**config.mk**
```make
export PLATFORM = sky130hd
export DESIGN_NAME = psr_router
export DESIGN_NICKNAME = d
export VERILOG_FILES = /design/src/common/psr_pkg.sv /design/src/rtl/psr_router.sv /design/src/rtl/psr_sync.sv
export VERILOG_INCLUDE_DIRS = /design/src /design/src/common
export SDC_FILE = /design/constraint.sdc
export NUM_CORES = 1
export LEC_CHECK = 0
export ABC_CLOCK_PERIOD_IN_PS = 4850
export BUFFER_PORTS_ARGS = -buffer_cell sky130_fd_sc_hd__buf_4
export CAP_MARGIN = 0
export CORE_UTILIZATION = 30
export DETAILED_ROUTE_END_ITERATION = 7
export GPL_ROUTABILITY_DRIVEN = 0
export PLACE_DENSITY = 0.6
export SYNTH_ARGS = -nofsm -noshare
export SYNTH_HDL_FRONTEND = slang
export SYNTH_SLANG_ARGS = --single-unit
```
**constraint.sdc**
```tcl
create_clock -name aclk -period 4.85 [get_ports aclk]
set_input_delay 0.2425 -clock aclk [delete_from_list [all_inputs] [get_ports aclk]]
set_output_delay 0.2425 -clock aclk [all_outputs]
set_load 0.02 [all_outputs]
```
**src/common/psr_cfg.svh**
```systemverilog
// Constants for the split and reset router controller
//
// Behaviour
// - Split request 0b000 selects one x16
// - Split request 0b110 forces four x4
// - Controller picks commonly supported arrangement
// - Non-splitting x16 host downshifts to x8
// - Clock and reset n serve link n
// - Indices 4 and 5 stay unused
// - Lanes map to links in order
// - Each x4 link has its own clock, reset
// - Second connector lanes extend the numbering
// - Dual host routes host1 to link1
// - Quad host routes host2 to link1
// - Card present only when code not 0b1111
// - Split request valid before standby power
// - Clock valid 100 us before reset release
// - Split change only via identification state
`ifndef PSR_CFG_SVH
`define PSR_CFG_SVH
`define PSR_CAP_NONE      4'hF
`define PSR_CAP_X16       4'h7
`define PSR_CAP_2X8       4'h6
`define PSR_CAP_SPLIT     4'h4
`define PSR_CAP_4X4       4'h3
`define PSR_SPLIT_X16     3'h0
`define PSR_SPLIT_4X4     3'h6
`define PSR_SPLIT_2X8     3'h1
`define PSR_REG_CTRL      4'h0
`define PSR_REG_STAT      4'h4
`define PSR_REG_ROUTE     4'h8
`define PSR_CTRL_RST      8'h00
`define PSR_CLK_MHZ       20
`define PSR_REFCLK_US     100
`define PSR_REFCLK_CYC    (`PSR_REFCLK_US * `PSR_CLK_MHZ)
`define PSR_RESP_OKAY     2'h0
`define PSR_RESP_SLVERR   2'h2
`endif

```
**src/common/psr_pkg.sv**
```systemverilog
// Types for the split and reset router controller
`default_nettype none
package psr_pkg;
   typedef enum logic [2:0] {
      PSR_OFF     = 3'h0,
      PSR_IDENT   = 3'h1,
      PSR_STANDBY = 3'h2,
      PSR_CLKWAIT = 3'h3,
      PSR_RUN     = 3'h4
   } psr_state_e;
   typedef enum logic [1:0] {
      PSR_ARR_NONE = 2'h0,
      PSR_ARR_1X16 = 2'h1,
      PSR_ARR_2X8  = 2'h2,
      PSR_ARR_4X4  = 2'h3
   } psr_arr_e;
endpackage : psr_pkg
`default_nettype wire

```
**src/rtl/psr_router.sv**
```systemverilog
// Baseboard controller for card link split, clock and reset routing
`include "psr_cfg.svh"
`default_nettype none
module psr_router
   import psr_pkg::*;
#(
   parameter int REFCLK_CYC = `PSR_REFCLK_CYC
) (
   input  wire logic        aclk,
   input  wire logic        aresetn,
   input  wire logic [3:0]  s_axi_awaddr,
   input  wire logic        s_axi_awvalid,
   output logic             s_axi_awready,
   input  wire logic [31:0] s_axi_wdata,
   input  wire logic [3:0]  s_axi_wstrb,
   input  wire logic        s_axi_wvalid,
   output logic             s_axi_wready,
   output logic [1:0]       s_axi_bresp,
   output logic             s_axi_bvalid,
   input  wire logic        s_axi_bready,
   input  wire logic [3:0]  s_axi_araddr,
   input  wire logic        s_axi_arvalid,
   output logic             s_axi_arready,
   output logic [31:0]      s_axi_rdata,
   output logic [1:0]       s_axi_rresp,
   output logic             s_axi_rvalid,
   input  wire logic        s_axi_rready,
   input  wire logic [3:0]  card_capability_code,
   output logic [2:0]       host_split_request,
   output logic             standby_power_enable,
   output logic [5:0]       link_refclk_en,
   output logic [5:0]       link_reset_n,
   output logic [1:0]       link1_src_host
);
   // Control register fields
   logic       enable_q;
   logic       force_4x4_q;
   logic       no_split_q;
   logic [1:0] hosts_q;
   logic       reident_q;
   // Bus state
   logic       aw_q;
   logic       w_q;
   logic [3:0] awaddr_q;
   logic [31:0] wdata_q;
   logic [3:0] wstrb_q;
   // Sequencing
   psr_state_e state_q;
   psr_arr_e   arr_q;
   psr_arr_e   arr_d;
   logic [2:0] split_d;
   logic [$clog2(REFCLK_CYC+1)-1:0] cnt_q;
   logic [3:0] cap_s;
   logic       present;
   logic       wr_fire;
   logic [1:0] link1_d;

   psr_sync #(.W(4)) u_cap_sync (
      .aclk    (aclk),
      .aresetn (aresetn),
      .din     (card_capability_code),
      .rst_val (`PSR_CAP_NONE),
      .dout    (cap_s)
   );

   assign present = (cap_s != `PSR_CAP_NONE);

   // Arrangement resolution against the card code
   always_comb begin
      arr_d   = PSR_ARR_NONE;
      split_d = `PSR_SPLIT_X16;
      unique case (cap_s)
         `PSR_CAP_X16: begin
            arr_d = PSR_ARR_1X16;
         end
         `PSR_CAP_2X8: begin
            // Non-splitting host keeps endpoint 0 only
            arr_d = no_split_q ? PSR_ARR_1X16 : PSR_ARR_2X8;
         end
         `PSR_CAP_SPLIT: begin
            if (force_4x4_q && !no_split_q) begin
               arr_d   = PSR_ARR_4X4;
               split_d = `PSR_SPLIT_4X4;
            end else begin
               arr_d   = PSR_ARR_1X16;
            end
         end
         `PSR_CAP_4X4: begin
            // Fixed card; split request left at default
            arr_d = no_split_q ? PSR_ARR_1X16 : PSR_ARR_4X4;
         end
         default: begin
            arr_d = PSR_ARR_NONE;
         end
      endcase
   end

   // Link 1 clock and reset source by host count
   always_comb begin
      if (arr_q == PSR_ARR_2X8 && hosts_q == 2'h1) begin
         link1_d = 2'h1;
      end else if (arr_q == PSR_ARR_2X8 && hosts_q == 2'h2) begin
         link1_d = 2'h2;
      end else begin
         link1_d = 2'h0;
      end
   end

   // Power and reset sequencer
   always_ff @(posedge aclk) begin
      if (!aresetn) begin
         state_q <= PSR_OFF;
         arr_q   <= PSR_ARR_NONE;
         cnt_q   <= '0;
         host_split_request   <= `PSR_SPLIT_X16;
         standby_power_enable <= 1'b0;
         link_refclk_en       <= 6'h00;
         link_reset_n         <= 6'h00;
         link1_src_host       <= 2'h0;
      end else begin
         link1_src_host <= link1_d;
         unique case (state_q)
            PSR_OFF: begin
               if (enable_q) begin
                  state_q <= PSR_IDENT;
               end
            end
            PSR_IDENT: begin
               standby_power_enable <= 1'b0;
               link_refclk_en <= 6'h00;
               link_reset_n   <= 6'h00;
               if (!enable_q) begin
                  state_q <= PSR_OFF;
               end else if (present) begin
                  arr_q <= arr_d;
                  host_split_request <= split_d;
                  state_q <= PSR_STANDBY;
               end
            end
            PSR_STANDBY: begin
               // Split request already stable one cycle earlier
               standby_power_enable <= 1'b1;
               cnt_q <= '0;
               // One clock per link index; each x4 link has its own
               unique case (arr_q)
                  PSR_ARR_1X16: link_refclk_en <= 6'h01;
                  PSR_ARR_2X8:  link_refclk_en <= 6'h03;
                  PSR_ARR_4X4:  link_refclk_en <= 6'h0F;
                  default:      link_refclk_en <= 6'h00;
               endcase
               state_q <= PSR_CLKWAIT;
            end
            PSR_CLKWAIT: begin
               if (cnt_q >= ($clog2(REFCLK_CYC+1))'(REFCLK_CYC - 1)) begin
                  // Resets follow clocks; unused and 4..5 stay low
                  link_reset_n <= link_refclk_en & 6'h0F;
                  state_q <= PSR_RUN;
               end else begin
                  cnt_q <= cnt_q + 1'b1;
               end
            end
            PSR_RUN: begin
               if (reident_q || !enable_q || !present) begin
                  state_q <= PSR_IDENT;
               end
            end
            default: begin
               state_q <= PSR_OFF;
            end
         endcase
      end
   end

   // AXI4-Lite write channel
   assign wr_fire = aw_q && w_q && !s_axi_bvalid;

   always_ff @(posedge aclk) begin
      if (!aresetn) begin
         aw_q <= 1'b0;
         w_q  <= 1'b0;
         awaddr_q <= 4'h0;
         wdata_q  <= 32'h0000_0000;
         wstrb_q  <= 4'h0;
         s_axi_awready <= 1'b0;
         s_axi_wready  <= 1'b0;
         s_axi_bvalid  <= 1'b0;
         s_axi_bresp   <= `PSR_RESP_OKAY;
      end else begin
         s_axi_awready <= !aw_q && !s_axi_awready && !s_axi_bvalid;
         s_axi_wready  <= !w_q && !s_axi_wready && !s_axi_bvalid;
         if (s_axi_awvalid && s_axi_awready) begin
            aw_q <= 1'b1;
            awaddr_q <= s_axi_awaddr;
            s_axi_awready <= 1'b0;
         end
         if (s_axi_wvalid && s_axi_wready) begin
            w_q <= 1'b1;
            wdata_q <= s_axi_wdata;
            wstrb_q <= s_axi_wstrb;
            s_axi_wready <= 1'b0;
         end
         if (wr_fire) begin
            aw_q <= 1'b0;
            w_q  <= 1'b0;
            s_axi_bvalid <= 1'b1;
            s_axi_bresp  <= (awaddr_q == `PSR_REG_CTRL) ? `PSR_RESP_OKAY : `PSR_RESP_SLVERR;
         end else if (s_axi_bvalid && s_axi_bready) begin
            s_axi_bvalid <= 1'b0;
         end
      end
   end

   // Control register; re-identify bit self-clears
   always_ff @(posedge aclk) begin
      if (!aresetn) begin
         enable_q    <= 1'b0;
         force_4x4_q <= 1'b0;
         no_split_q  <= 1'b0;
         hosts_q     <= 2'h0;
         reident_q   <= 1'b0;
      end else begin
         reident_q <= 1'b0;
         if (wr_fire && awaddr_q == `PSR_REG_CTRL && wstrb_q[0]) begin
            enable_q    <= wdata_q[0];
            force_4x4_q <= wdata_q[1];
            no_split_q  <= wdata_q[2];
            hosts_q     <= wdata_q[4:3];
            reident_q   <= wdata_q[5];
         end
      end
   end

   // AXI4-Lite read channel
   always_ff @(posedge aclk) begin
      if (!aresetn) begin
         s_axi_arready <= 1'b0;
         s_axi_rvalid  <= 1'b0;
         s_axi_rdata   <= 32'h0000_0000;
         s_axi_rresp   <= `PSR_RESP_OKAY;
      end else begin
         s_axi_arready <= !s_axi_arready && !s_axi_rvalid;
         if (s_axi_arvalid && s_axi_arready) begin
            s_axi_arready <= 1'b0;
            s_axi_rvalid  <= 1'b1;
            s_axi_rresp   <= `PSR_RESP_OKAY;
            unique case (s_axi_araddr)
               `PSR_REG_CTRL: s_axi_rdata <= {26'h0, 1'b0, hosts_q, no_split_q, force_4x4_q, enable_q};
               `PSR_REG_STAT: s_axi_rdata <= {22'h0, present, arr_q, state_q, cap_s};
               `PSR_REG_ROUTE: s_axi_rdata <= {14'h0, link1_src_host, link_reset_n,
                                               link_refclk_en, standby_power_enable, host_split_request};
               default: begin
                  s_axi_rdata <= 32'h0000_0000;
                  s_axi_rresp <= `PSR_RESP_SLVERR;
               end
            endcase
         end else if (s_axi_rvalid && s_axi_rready) begin
            s_axi_rvalid <= 1'b0;
         end
      end
   end
endmodule : psr_router
`default_nettype wire

```
**src/rtl/psr_sync.sv**
```systemverilog
// Three-stage pin synchroniser with agreement filter
`default_nettype none
module psr_sync #(
   parameter int W = 4
) (
   input  wire logic         aclk,
   input  wire logic         aresetn,
   input  wire logic [W-1:0] din,
   input  wire logic [W-1:0] rst_val,
   output logic      [W-1:0] dout
);
   logic [W-1:0] s1_q;
   logic [W-1:0] s2_q;
   logic [W-1:0] s3_q;

   always_ff @(posedge aclk) begin
      s1_q <= din;
      s2_q <= s1_q;
      s3_q <= s2_q;
   end

   // Output changes only when stages two and three agree
   always_ff @(posedge aclk) begin
      if (!aresetn) begin
         dout <= rst_val;
      end else if (s2_q == s3_q) begin
         dout <= s3_q;
      end
   end
endmodule : psr_sync
`default_nettype wire

```
Word-level counts from Yosys, hierarchy flattened
Cells that the tools add are included.

Bits in registers: 110. Input port bits: 55. Output and inout port bits: 59. Word-level logic and storage cells: 132.

Add/sub/neg operators: 1. $lt $le $gt $ge: 1. Equality and inequality tests: 22. Multiplexer cells: 28. Bitwise gates (word level): 1. Reduce and logical (&&, ||, !) cells: 48.

Operator list (number): $pmux 18 s3 (1); $pmux 6 s2 (2); $pmux 11 s2 (1); $mux 3 (7); $logic_and 1x1->1 (17); $eq 4x3->1 const B (4); $pmux 3 s5 (1); $mux 2 (6); $pmux 4 s3 (1); $add 11x1->11 const B (1); $ge 11x11->1 const B (1); $mux 11 (1); $logic_not 1->1 (10); $reduce_bool 2->1 (5); $reduce_or 2->1 (5); $logic_not 4->1 (2); $ne 2x2->1 const B (4); $pmux 2 s4 (1); $eq 2x2->1 const B (3); $eq 3x2->1 const B (2); $mux 6 (1); $reduce_and 2->1 (3); $mux 1 (5); $eq 2x1->1 const B (2); other kinds (14) (15).

Longest topological paths before layout
Gate-level depths: netlist of the first run.

Depth after elaboration: 5. Depth in mapped cells: 6. Gate-level depth less buffers: 5.

By module
From an unflattened synthesis of the first run, not the netlist that was laid out.

Cells, all modules: 392. Area total of the unflattened synthesis: 3555.9 µm².

Modules (own cells, without submodules): psr_router (instances 1, cells an instance 367, area each 3099.2 µm², sequential area each 1341.3 µm²); psr_sync (instances 1, cells an instance 25, area each 456.7 µm², sequential area each 360.3 µm²).

Worst setup path before layout of the first run
Ideal clock, no wire load.

Path kind: register to register. From: register cnt_q[0]. To: register link_reset_n[0]. Setup time: 0.079 ns. Data arrival time: 1.465 ns. Data required time: 4.771 ns. Slack: 3.306 ns. Cell stages (with the launch flop): 6. Path buffers: 0. Period minus slack after synthesis: 1.544 ns. Cells stage by stage: dfxtp_1 ha_1 a21oi_1 o21a_1 or4_1 o211ai_1.

Word-level cells in the longest chain between the ends: 3.

RTL lines: start, declared (RTL line psr_router.sv:52) `logic [$clog2(REFCLK_CYC+1)-1:0] cnt_q;`; start signal, assigned (RTL line psr_router.sv:159) `cnt_q <= cnt_q + 1'b1;`; $ge 11x11->1 (RTL line psr_router.sv:154) `if (cnt_q >= ($clog2(REFCLK_CYC+1))'(REFCLK_CYC - 1)) begin`; $ne 2x2->1 (no line); $reduce_and 2->1 (no line); end signal, assigned (RTL line psr_router.sv:156) `link_reset_n <= link_refclk_en & 6'h0F;`; end, declared (RTL line psr_router.sv:32) `output logic [5:0] link_reset_n,`.

Every way passes these cells. A chain may end at the register's enable or synchronous reset.

Final worst setup path of the first run
From: register state_q[0]. To: register cnt_q[0].

Word-level cells in the longest chain between the ends: 3.

RTL lines: start, declared (RTL line psr_router.sv:48) `psr_state_e state_q;`; start signal, assigned (RTL line psr_router.sv:112) `state_q <= PSR_OFF;`; start signal, assigned (RTL line psr_router.sv:125) `state_q <= PSR_IDENT;`; start signal, assigned (RTL line psr_router.sv:133) `state_q <= PSR_OFF;`; $eq 3x2->1 (RTL line psr_router.sv:122) `unique case (state_q)`; $ne 2x2->1 (no line) / $reduce_bool 2->1 (equally long branches); $reduce_and 2->1 (no line).

Parallel ways exist; a longest one is shown, timed or not.

==> flow_summary_export.csv, run 1 <==
group,metric,value,unit
drt,via_count,3138,
drt,route.layer.met1.wl,3950,um
worst_setup_path,critical-path-top-delay-family,"flip-flops",
drt,routed_wire_length_on_met2,3850,um
logic_synthesis,synth-seq-area-share,44.8,%
logic_synthesis,synthArstFlopShare,0,%
clock_network,worst_setup_hold_path_clk_slew,0.06,ns
worst_setup_path,crit_arrival,2.21,ns
floorplan,fp.dieW,113,um
pwr,swShare,22.3,%
sta,final_total_negative_setup_slack,0,ns
pwr,vdd_drop_max,0.234,mV
clock_network,cts_tree,"built",
clock_network,post_cts.repair.setup_buffers,0,
sta,min_period_over_period,40.2,%
hold_path,hp-class,"primary input to flop",
sta,max_freq,512,MHz
floorplan,placementRows,40,
clock_network,clk_path_buf_depth,2,
pwr,combinationalPowerShare,6.3,%
drt,topmost_layer_with_routed_signal_wires,"met4",
worst_setup_path,timing_worst_setup_path_type,"flop to flop",
drt,detail_route.wirelength,8150,um
sta,max_slew_margin,28.7,%
finish,antennaDiodeCount,0,
sta,final_count_of_hold_timing_violations,0,
clock_network,cts_root_buffer,"sky130_fd_sc_hd__clkbuf_16",
finish,final_layout_size_suffix_gt1_share,19.9,%
finish,final_core_util,37.5,%
worst_setup_path,worstPathRequired,5.11,ns
logic_synthesis,synthesis.yosys.warnings,0,
worst_setup_path,worst_setup_path_startpoint,"state_q[0]",
logic_synthesis,synth_simple_gate_area_share,23.6,%
logic_synthesis,synth_compound_gate_area_share,16.9,%
sta,fin_worst_skew,0.00549,ns
finish,area_delta_synth_final,21.8,%
pwr,power.leakage,1.81,nW
global_route,grt_start_max_net_pins,51,
finish,finalInstanceArea,0.00452,mm2
placement,port-buffer-count,61,
sta,setup_viol,0,
placement,dp_hpwl,5830,um
pwr,sequential_group_share_of_total_power,46.6,%
pwr,report.power.total,1.53,mW
drt,vias_per_cell,4.90,
floorplan,initial_core_util,30.8,%
global_route,wire_length_of_the_first_global_routing_pass,13800,um
logic_synthesis,postSynth.topFlopCell,"sky130_fd_sc_hd__dfxtp_1",
floorplan,floorplan.die_area,0.0128,mm2
logic_synthesis,ys_seq_elements,83,
logic_synthesis,synth.avg_cell_area,8.88,um2
drt,met3_length,303,um
global_route,grt_remaining_overflow,0,
logic_synthesis,syn-instance-count,418,
sta,worst-slew-pin-transition,1.07,ns
worst_setup_path,crit_path_start_kind,"flop",
clock_network,htree_levels,3,
flow_run,max-cap-violations,0,
sta,report.final.slew_viol_count,0,
logic_synthesis,post-synth-top-count-cell,"sky130_fd_sc_hd__dfxtp_1",
sta,grt_setup_unrepaired,"no",
logic_synthesis,yosys.area.top_type_share,44.8,%
drt,drt_first_pass_iters,4,
global_route,via_count_of_the_first_global_routing_pass,2886,
worst_setup_path,worstPathMaxFanout,19,
logic_synthesis,synth_top_family_by_area,"simple AND/OR/NAND/NOR gates",
floorplan,core,0.0121,mm2
worst_setup_path,regToRegStartpoint,"state_q[0]",
logic_synthesis,synthDistinctLibCells,63,
sta,time_the_worst_path_needs_with_i_o_delays_and_setup,1.95,ns
clock_network,insertion_delay,0.33,ns
worst_setup_path,critPathSlowestCell,"sky130_fd_sc_hd__dfxtp_1",
drt,number_of_nets_with_antenna_violations_after_routing,0,
clock_network,numCtsBuffers,9,
clock_network,cts.sinks,83,
hold_path,min-delay-start,"card_capability_code[2]",
pwr,p_per_area,337,mW/mm2
drt,remaining_drc_errors,0,
worst_setup_path,critical_path.n_buffers_inverters,0,
worst_setup_path,timing.critical_path.slowest_cell_delay,0.79,ns
logic_synthesis,number_of_enable_flip_flop_cells_after_synthesis,0,
logic_synthesis,post_synth_most_frequent_cells,"sky130_fd_sc_hd__dfxtp_1, sky130_fd_sc_hd__nand2_1, sky130_fd_sc_hd__a21oi_1",
pwr,switching_power,0.341,mW
logic_synthesis,synthesized_area,0.00371,mm2
status,run_status,"complete, no violations",
logic_synthesis,ys_top_cells_by_area,"sky130_fd_sc_hd__dfxtp_1, sky130_fd_sc_hd__buf_4, sky130_fd_sc_hd__a21oi_1",
pwr,clock_group_share_of_total_power,47.0,%
logic_synthesis,muxShareOfSynthArea,4.75,%
pwr,internal_power,1.19,mW
drt,drt_first_iter_violations,182,
drt,drt-wirelength-per-cell,12.7,um
logic_synthesis,netlist.top_cell.by_area,"sky130_fd_sc_hd__dfxtp_1",
worst_setup_path,cp-end-kind,"flop",
floorplan,ioPinCount,114,
logic_synthesis,synth_fa_ha_area_share,0.337,%
global_route,grt_antenna_before_repair,0,
placement,placedInstanceArea,0.00418,mm2
worst_setup_path,cp_cell_sequence,"and3b_1, o211ai_1, a21o_1, a21oi_1",
finish,fin_nets,524,
logic_synthesis,synth_xor_xnor_area_share,1.18,%
floorplan,die_h,113,um
global_route,grt_use_total,13.1,%
## per-stage QoR
stage	worst slack, ns	std cells	hold WS, ns
6_report	2.90	640	0.0128
5_1_grt	2.75	640	0.000125
4_1_cts	2.92	637	0.000707
3_5_place_dp	2.92	622	0.314
3_3_place_gp	2.95	622	0.313
2_1_floorplan	3.31	440	0.270
## final timing paths
| path | endpoint | slack, ns | cells after the start |
|---|---|---|---|
| max reg2reg | cnt_q[0] | 2.90 | 4 |
| min | u_cap_sync.s1_q[2] | 0.01 | 1 |
| min reg2reg | u_cap_sync.s2_q[2] | 0.33 | 0 |
| max | cnt_q[0] | 2.90 | 4 |
## kinds of logic after synthesis
logic type | count (synthesis)
AOI/OAI and AO/OA | 94
xor gates and xnor gates | 5
adders and majority gates | 1
buffers and inverters | 53
DFF | 83
muxes | 17
other | 1
and+or+nand+nor | 164
## final cells by class
| cell class | instances | area [um2] |
|---|---|---|
| inverters | 5 | 18.8 |
| fillers | 1242 | 7540 |
| well taps | 168 | 210 |
| clock buffers | 9 | 225 |
| clock inverters | 6 | 90.1 |
| flip-flops and latches | 83 | 1660 |
| repair buffers | 65 | 495 |
| multi-input cells | 304 | 1820 |
## worst register-to-register path, delay by kind of cell, from the launching register on
family             cells  cell delay, ns
DFF                    1            0.79
and+or+nand+nor        1            0.46
AOI/OAI and AO/OA      3            0.63
## registers in the layout, indices dropped and copies added, names as in the netlist, 2 cells and up
name             flops
u_cap_sync.s3_q      4
awaddr_q             4
cnt_q               11
link1_src_host       2
link_reset_n         3
arr_q                2
state_q              3
link_refclk_en       3
u_cap_sync.s2_q      4
hosts_q              2
wdata_q              6
u_cap_sync.s1_q      4
u_cap_sync.dout      4
s_axi_rdata         15
## metal layers
| layer | up-vias | track usage (%) |
|---|---|---|
| met5 | - | 0 |
| met2 | 79 | 21.9 |
| met3 | 8 | 3.48 |
| met1 | 1501 | 17.1 |
| li1 | 1550 | - |
| met4 | 0 | 2.54 |
## cells in the final DEF (no fill, tap or decap), types with 5 or more instances in the layout
cell type	n
sky130_fd_sc_hd__a21oi_1	35
sky130_fd_sc_hd__a22oi_1	8
sky130_fd_sc_hd__a2bb2oi_1	7
sky130_fd_sc_hd__buf_4	62
sky130_fd_sc_hd__clkbuf_16	9
sky130_fd_sc_hd__conb_1	23
sky130_fd_sc_hd__dfxtp_1	83
sky130_fd_sc_hd__inv_1	5
sky130_fd_sc_hd__mux2_2	5
sky130_fd_sc_hd__mux2i_1	12
sky130_fd_sc_hd__nand2_1	45
sky130_fd_sc_hd__nand2b_1	7
sky130_fd_sc_hd__nand3_1	30
sky130_fd_sc_hd__nor2_1	31
sky130_fd_sc_hd__nor3_1	9
sky130_fd_sc_hd__nor4_1	5
sky130_fd_sc_hd__o211ai_1	5
sky130_fd_sc_hd__o21ai_0	7
sky130_fd_sc_hd__xnor2_1	5
## power by group through the flow
stage / Combinational [mW] / Sequential (mW) / Clock, mW
2_1_floorplan: 0.0746 / 0.727 / 0
3_3_place_gp: 0.0938 / 0.727 / 0
3_5_place_dp: 0.0953 / 0.727 / 0
4_1_cts: 0.0954 / 0.712 / 0.733
5_1_grt: 0.106 / 0.714 / 0.762
6_report: 0.0966 / 0.712 / 0.718
## timing repair
action                                 CTS  global route
resized for setup                        0             0
endpoints found under the hold margin    0             3
hold buffers                             0             3
(Power assumes the default switching activity.)
==> run 2: changes to the inputs <==
--- a/config.mk
+++ b/config.mk
@@ -6,13 +6,13 @@
 export SDC_FILE = /design/constraint.sdc
 export NUM_CORES = 1
 export LEC_CHECK = 0
-export ABC_CLOCK_PERIOD_IN_PS = 4850
+export ABC_CLOCK_PERIOD_IN_PS = 1700
 export BUFFER_PORTS_ARGS = -buffer_cell sky130_fd_sc_hd__buf_4
 export CAP_MARGIN = 0
 export CORE_UTILIZATION = 30
 export DETAILED_ROUTE_END_ITERATION = 7
 export GPL_ROUTABILITY_DRIVEN = 0
-export PLACE_DENSITY = 0.6
+export PLACE_DENSITY = 0.62
 export SYNTH_ARGS = -nofsm -noshare
 export SYNTH_HDL_FRONTEND = slang
 export SYNTH_SLANG_ARGS = --single-unit
==> constraint.sdc (replaced) <==
create_clock -name aclk -period 1.7 [get_ports aclk]
set_input_delay 0.085 -clock aclk [delete_from_list [all_inputs] [get_ports aclk]]
set_output_delay 0.085 -clock aclk [all_outputs]
set_load 0.02 [all_outputs]
==> flow_summary_export.csv, run 2 (synthesis gave the netlist of run 1 again) <==
group,metric,value,unit
sta,fin_worst_skew,0.00773,ns
worst_setup_path,critical_path.n_buffers_inverters,1,
clock_network,clk_path_buf_depth,2,
sta,final_count_of_hold_timing_violations,0,
pwr,power.leakage,1.92,nW
global_route,via_count_of_the_first_global_routing_pass,3040,
drt,drt_first_pass_iters,4,
sta,worst_case_setup_margin_in_the_final_layout,0.124,ns
clock_network,numCtsBuffers,9,
finish,layout_commonest_cell,"sky130_fd_sc_hd__dfxtp_1",
finish,area_delta_synth_final,26.7,%
drt,vias_per_cell,4.84,
sta,grt_setup_unrepaired,"no",
worst_setup_path,critPathSlowestCell,"sky130_fd_sc_hd__dfxtp_1",
global_route,grt_use_met1,17.0,%
global_route,grt.busiest_layer,"met2",
worst_setup_path,crit_path_start_kind,"flop",
drt,via_count,3208,
placement,port-buffer-count,61,
placement,detailedPlace.worstSlack,0.107,ns
sta,time_the_worst_path_needs_with_i_o_delays_and_setup,1.58,ns
global_route,met2_layer_usage_reported_by_global_route,23.4,%
worst_setup_path,timing.critical_path.slowest_cell_delay,0.32,ns
placement,dp_hpwl,6280,um
worst_setup_path,timing_worst_setup_path_type,"flop to flop",
sta,max_freq,635,MHz
clock_network,htree_levels,3,
global_route,gr-usage-met3,2.95,%
floorplan,floorplan.die_area,0.0128,mm2
floorplan,core,0.0121,mm2
worst_setup_path,cp-end-kind,"flop",
finish,fin_nets,546,
global_route,wire_length_of_the_first_global_routing_pass,14300,um
floorplan,ioPinCount,114,
drt,detail_route.wirelength,8470,um
drt,drt-wirelength-per-cell,12.8,um
flow_run,max-cap-violations,0,
sta,max_slew_margin,64.0,%
hold_path,hp-class,"primary input to flop",
global_route,grt_start_max_net_pins,41,
clock_network,cts_tree,"built",
worst_setup_path,crit_arrival,1.80,ns
status,run_status,"complete, no violations",
floorplan,die_h,113,um
worst_setup_path,cp_cell_sequence,"ha_1, a21oi_1, o21a_2, nor3_1, buf_4, o31a_1",
floorplan,initial_core_util,30.8,%
clock_network,cts_root_buffer,"sky130_fd_sc_hd__clkbuf_16",
sta,min_period_over_period,92.7,%
clock_network,cts.sinks,83,
clock_network,insertion_delay,0.34,ns
worst_setup_path,critical-path-top-delay-family,"compound AO/OA/AOI/OAI gates",
sta,worst-slew-pin-transition,0.539,ns
worst_setup_path,worstPathRequired,1.92,ns
drt,number_of_nets_with_antenna_violations_after_routing,0,
global_route,grt_remaining_overflow,0,
finish,top_regs,"s_axi_rdata x15, cnt_q x11, wdata_q x6",
floorplan,placementRows,40,
drt,remaining_drc_errors,0,
finish,final_layout_size_suffix_gt1_share,23.0,%
finish,finalInstanceArea,0.00470,mm2
sta,final_total_negative_setup_slack,0,ns
drt,drt_first_iter_violations,173,
placement,placedInstanceArea,0.00433,mm2
pwr,p_per_area,915,mW/mm2
finish,antennaDiodeCount,0,
pwr,vdd_drop_max,0.453,mV
global_route,grt_antenna_before_repair,0,
clock_network,worst_setup_hold_path_clk_slew,0.07,ns
finish,mostFrequentLayoutCells,"sky130_fd_sc_hd__dfxtp_1, sky130_fd_sc_hd__buf_4, sky130_fd_sc_hd__nand2_1",
finish,regMostFlops,"s_axi_rdata",
worst_setup_path,worstPathMaxFanout,7,
sta,setup_viol,0,
finish,largest_reg_flops,15,
floorplan,fp.dieW,113,um
global_route,grt_use_total,13.7,%
finish,final_core_util,39.0,%
sta,report.final.slew_viol_count,0,
[run 2: cell types whose count changed in the layout (fill, tap and decap cells not counted), sizes merged]
cell	previous run	this run
buf	62	80
bufinv	2	1
clkinv	2	1
dlygate4sd3	3	7
inv	6	9
[run 2: routing by layer]
metal	vias up	routed length [um]
met5	-	0
met4	0	132
met1	1509	3900
li1	1604	-
met2	83	4080
met3	12	359
[run 2: worst register-to-register path, delay by kind of cell (launching register included)]
kind | cells | cell delay, ns
DFF | 1 | 0.32
buffers and inverters | 1 | 0.15
AOI/OAI and AO/OA | 3 | 0.72
and+or+nand+nor | 1 | 0.06
adders and majority gates | 1 | 0.21
[run 2: power by group]
| group | internal [mW] | leakage, nW | total [mW] | switching, mW |
|---|---|---|---|---|
| Combinational | 0.122 | 1.10 | 0.293 | 0.171 |
| Clock | 1.16 | 0.149 | 1.98 | 0.817 |
| Sequential | 1.99 | 0.676 | 2.03 | 0.0397 |
| Total | 3.27 | 1.92 | 4.30 | 1.03 |
[run 2: worst paths after layout]
kind | from | end | slack, ns | depth (start not counted)
max reg2reg | cnt_q[0] | cnt_q[10] | 0.12 | 6
min reg2reg | u_cap_sync.s1_q[1] | u_cap_sync.s2_q[1] | 0.32 | 0
max | cnt_q[0] | cnt_q[10] | 0.12 | 6
min | s_axi_awaddr[2] | awaddr_q[2] | 0.01 | 3
[run 2: timing repair]
| item | in CTS | in global routing |
|---|---|---|
| buffers inserted | 0 | 0 |
| resized for setup | 0 | 1 |
| hold buffers | 7 | 0 |
| endpoints found under the setup margin | 0 | 3 |
| endpoints found under the hold margin | 7 | 0 |
[run 2: area by class of cell]
cell class | instances | area, um2
clock buffers | 9 | 225
clock inverters | 7 | 80.1
fillers | 1207 | 7360
inverters | 5 | 18.8
multi-input cells | 304 | 1820
flip-flops and latches | 83 | 1660
well taps | 168 | 210
repair buffers | 87 | 683
[run 2: through the flow]
step	instances	hold WS, ns	power (mW)
after floorplan	440	0.113	2.29
after global placement	640	0.193	2.35
after detailed placement	640	0.193	2.36
after CTS	663	0.00215	4.35
after global routing	663	0.0140	4.46
final	663	0.0110	4.30
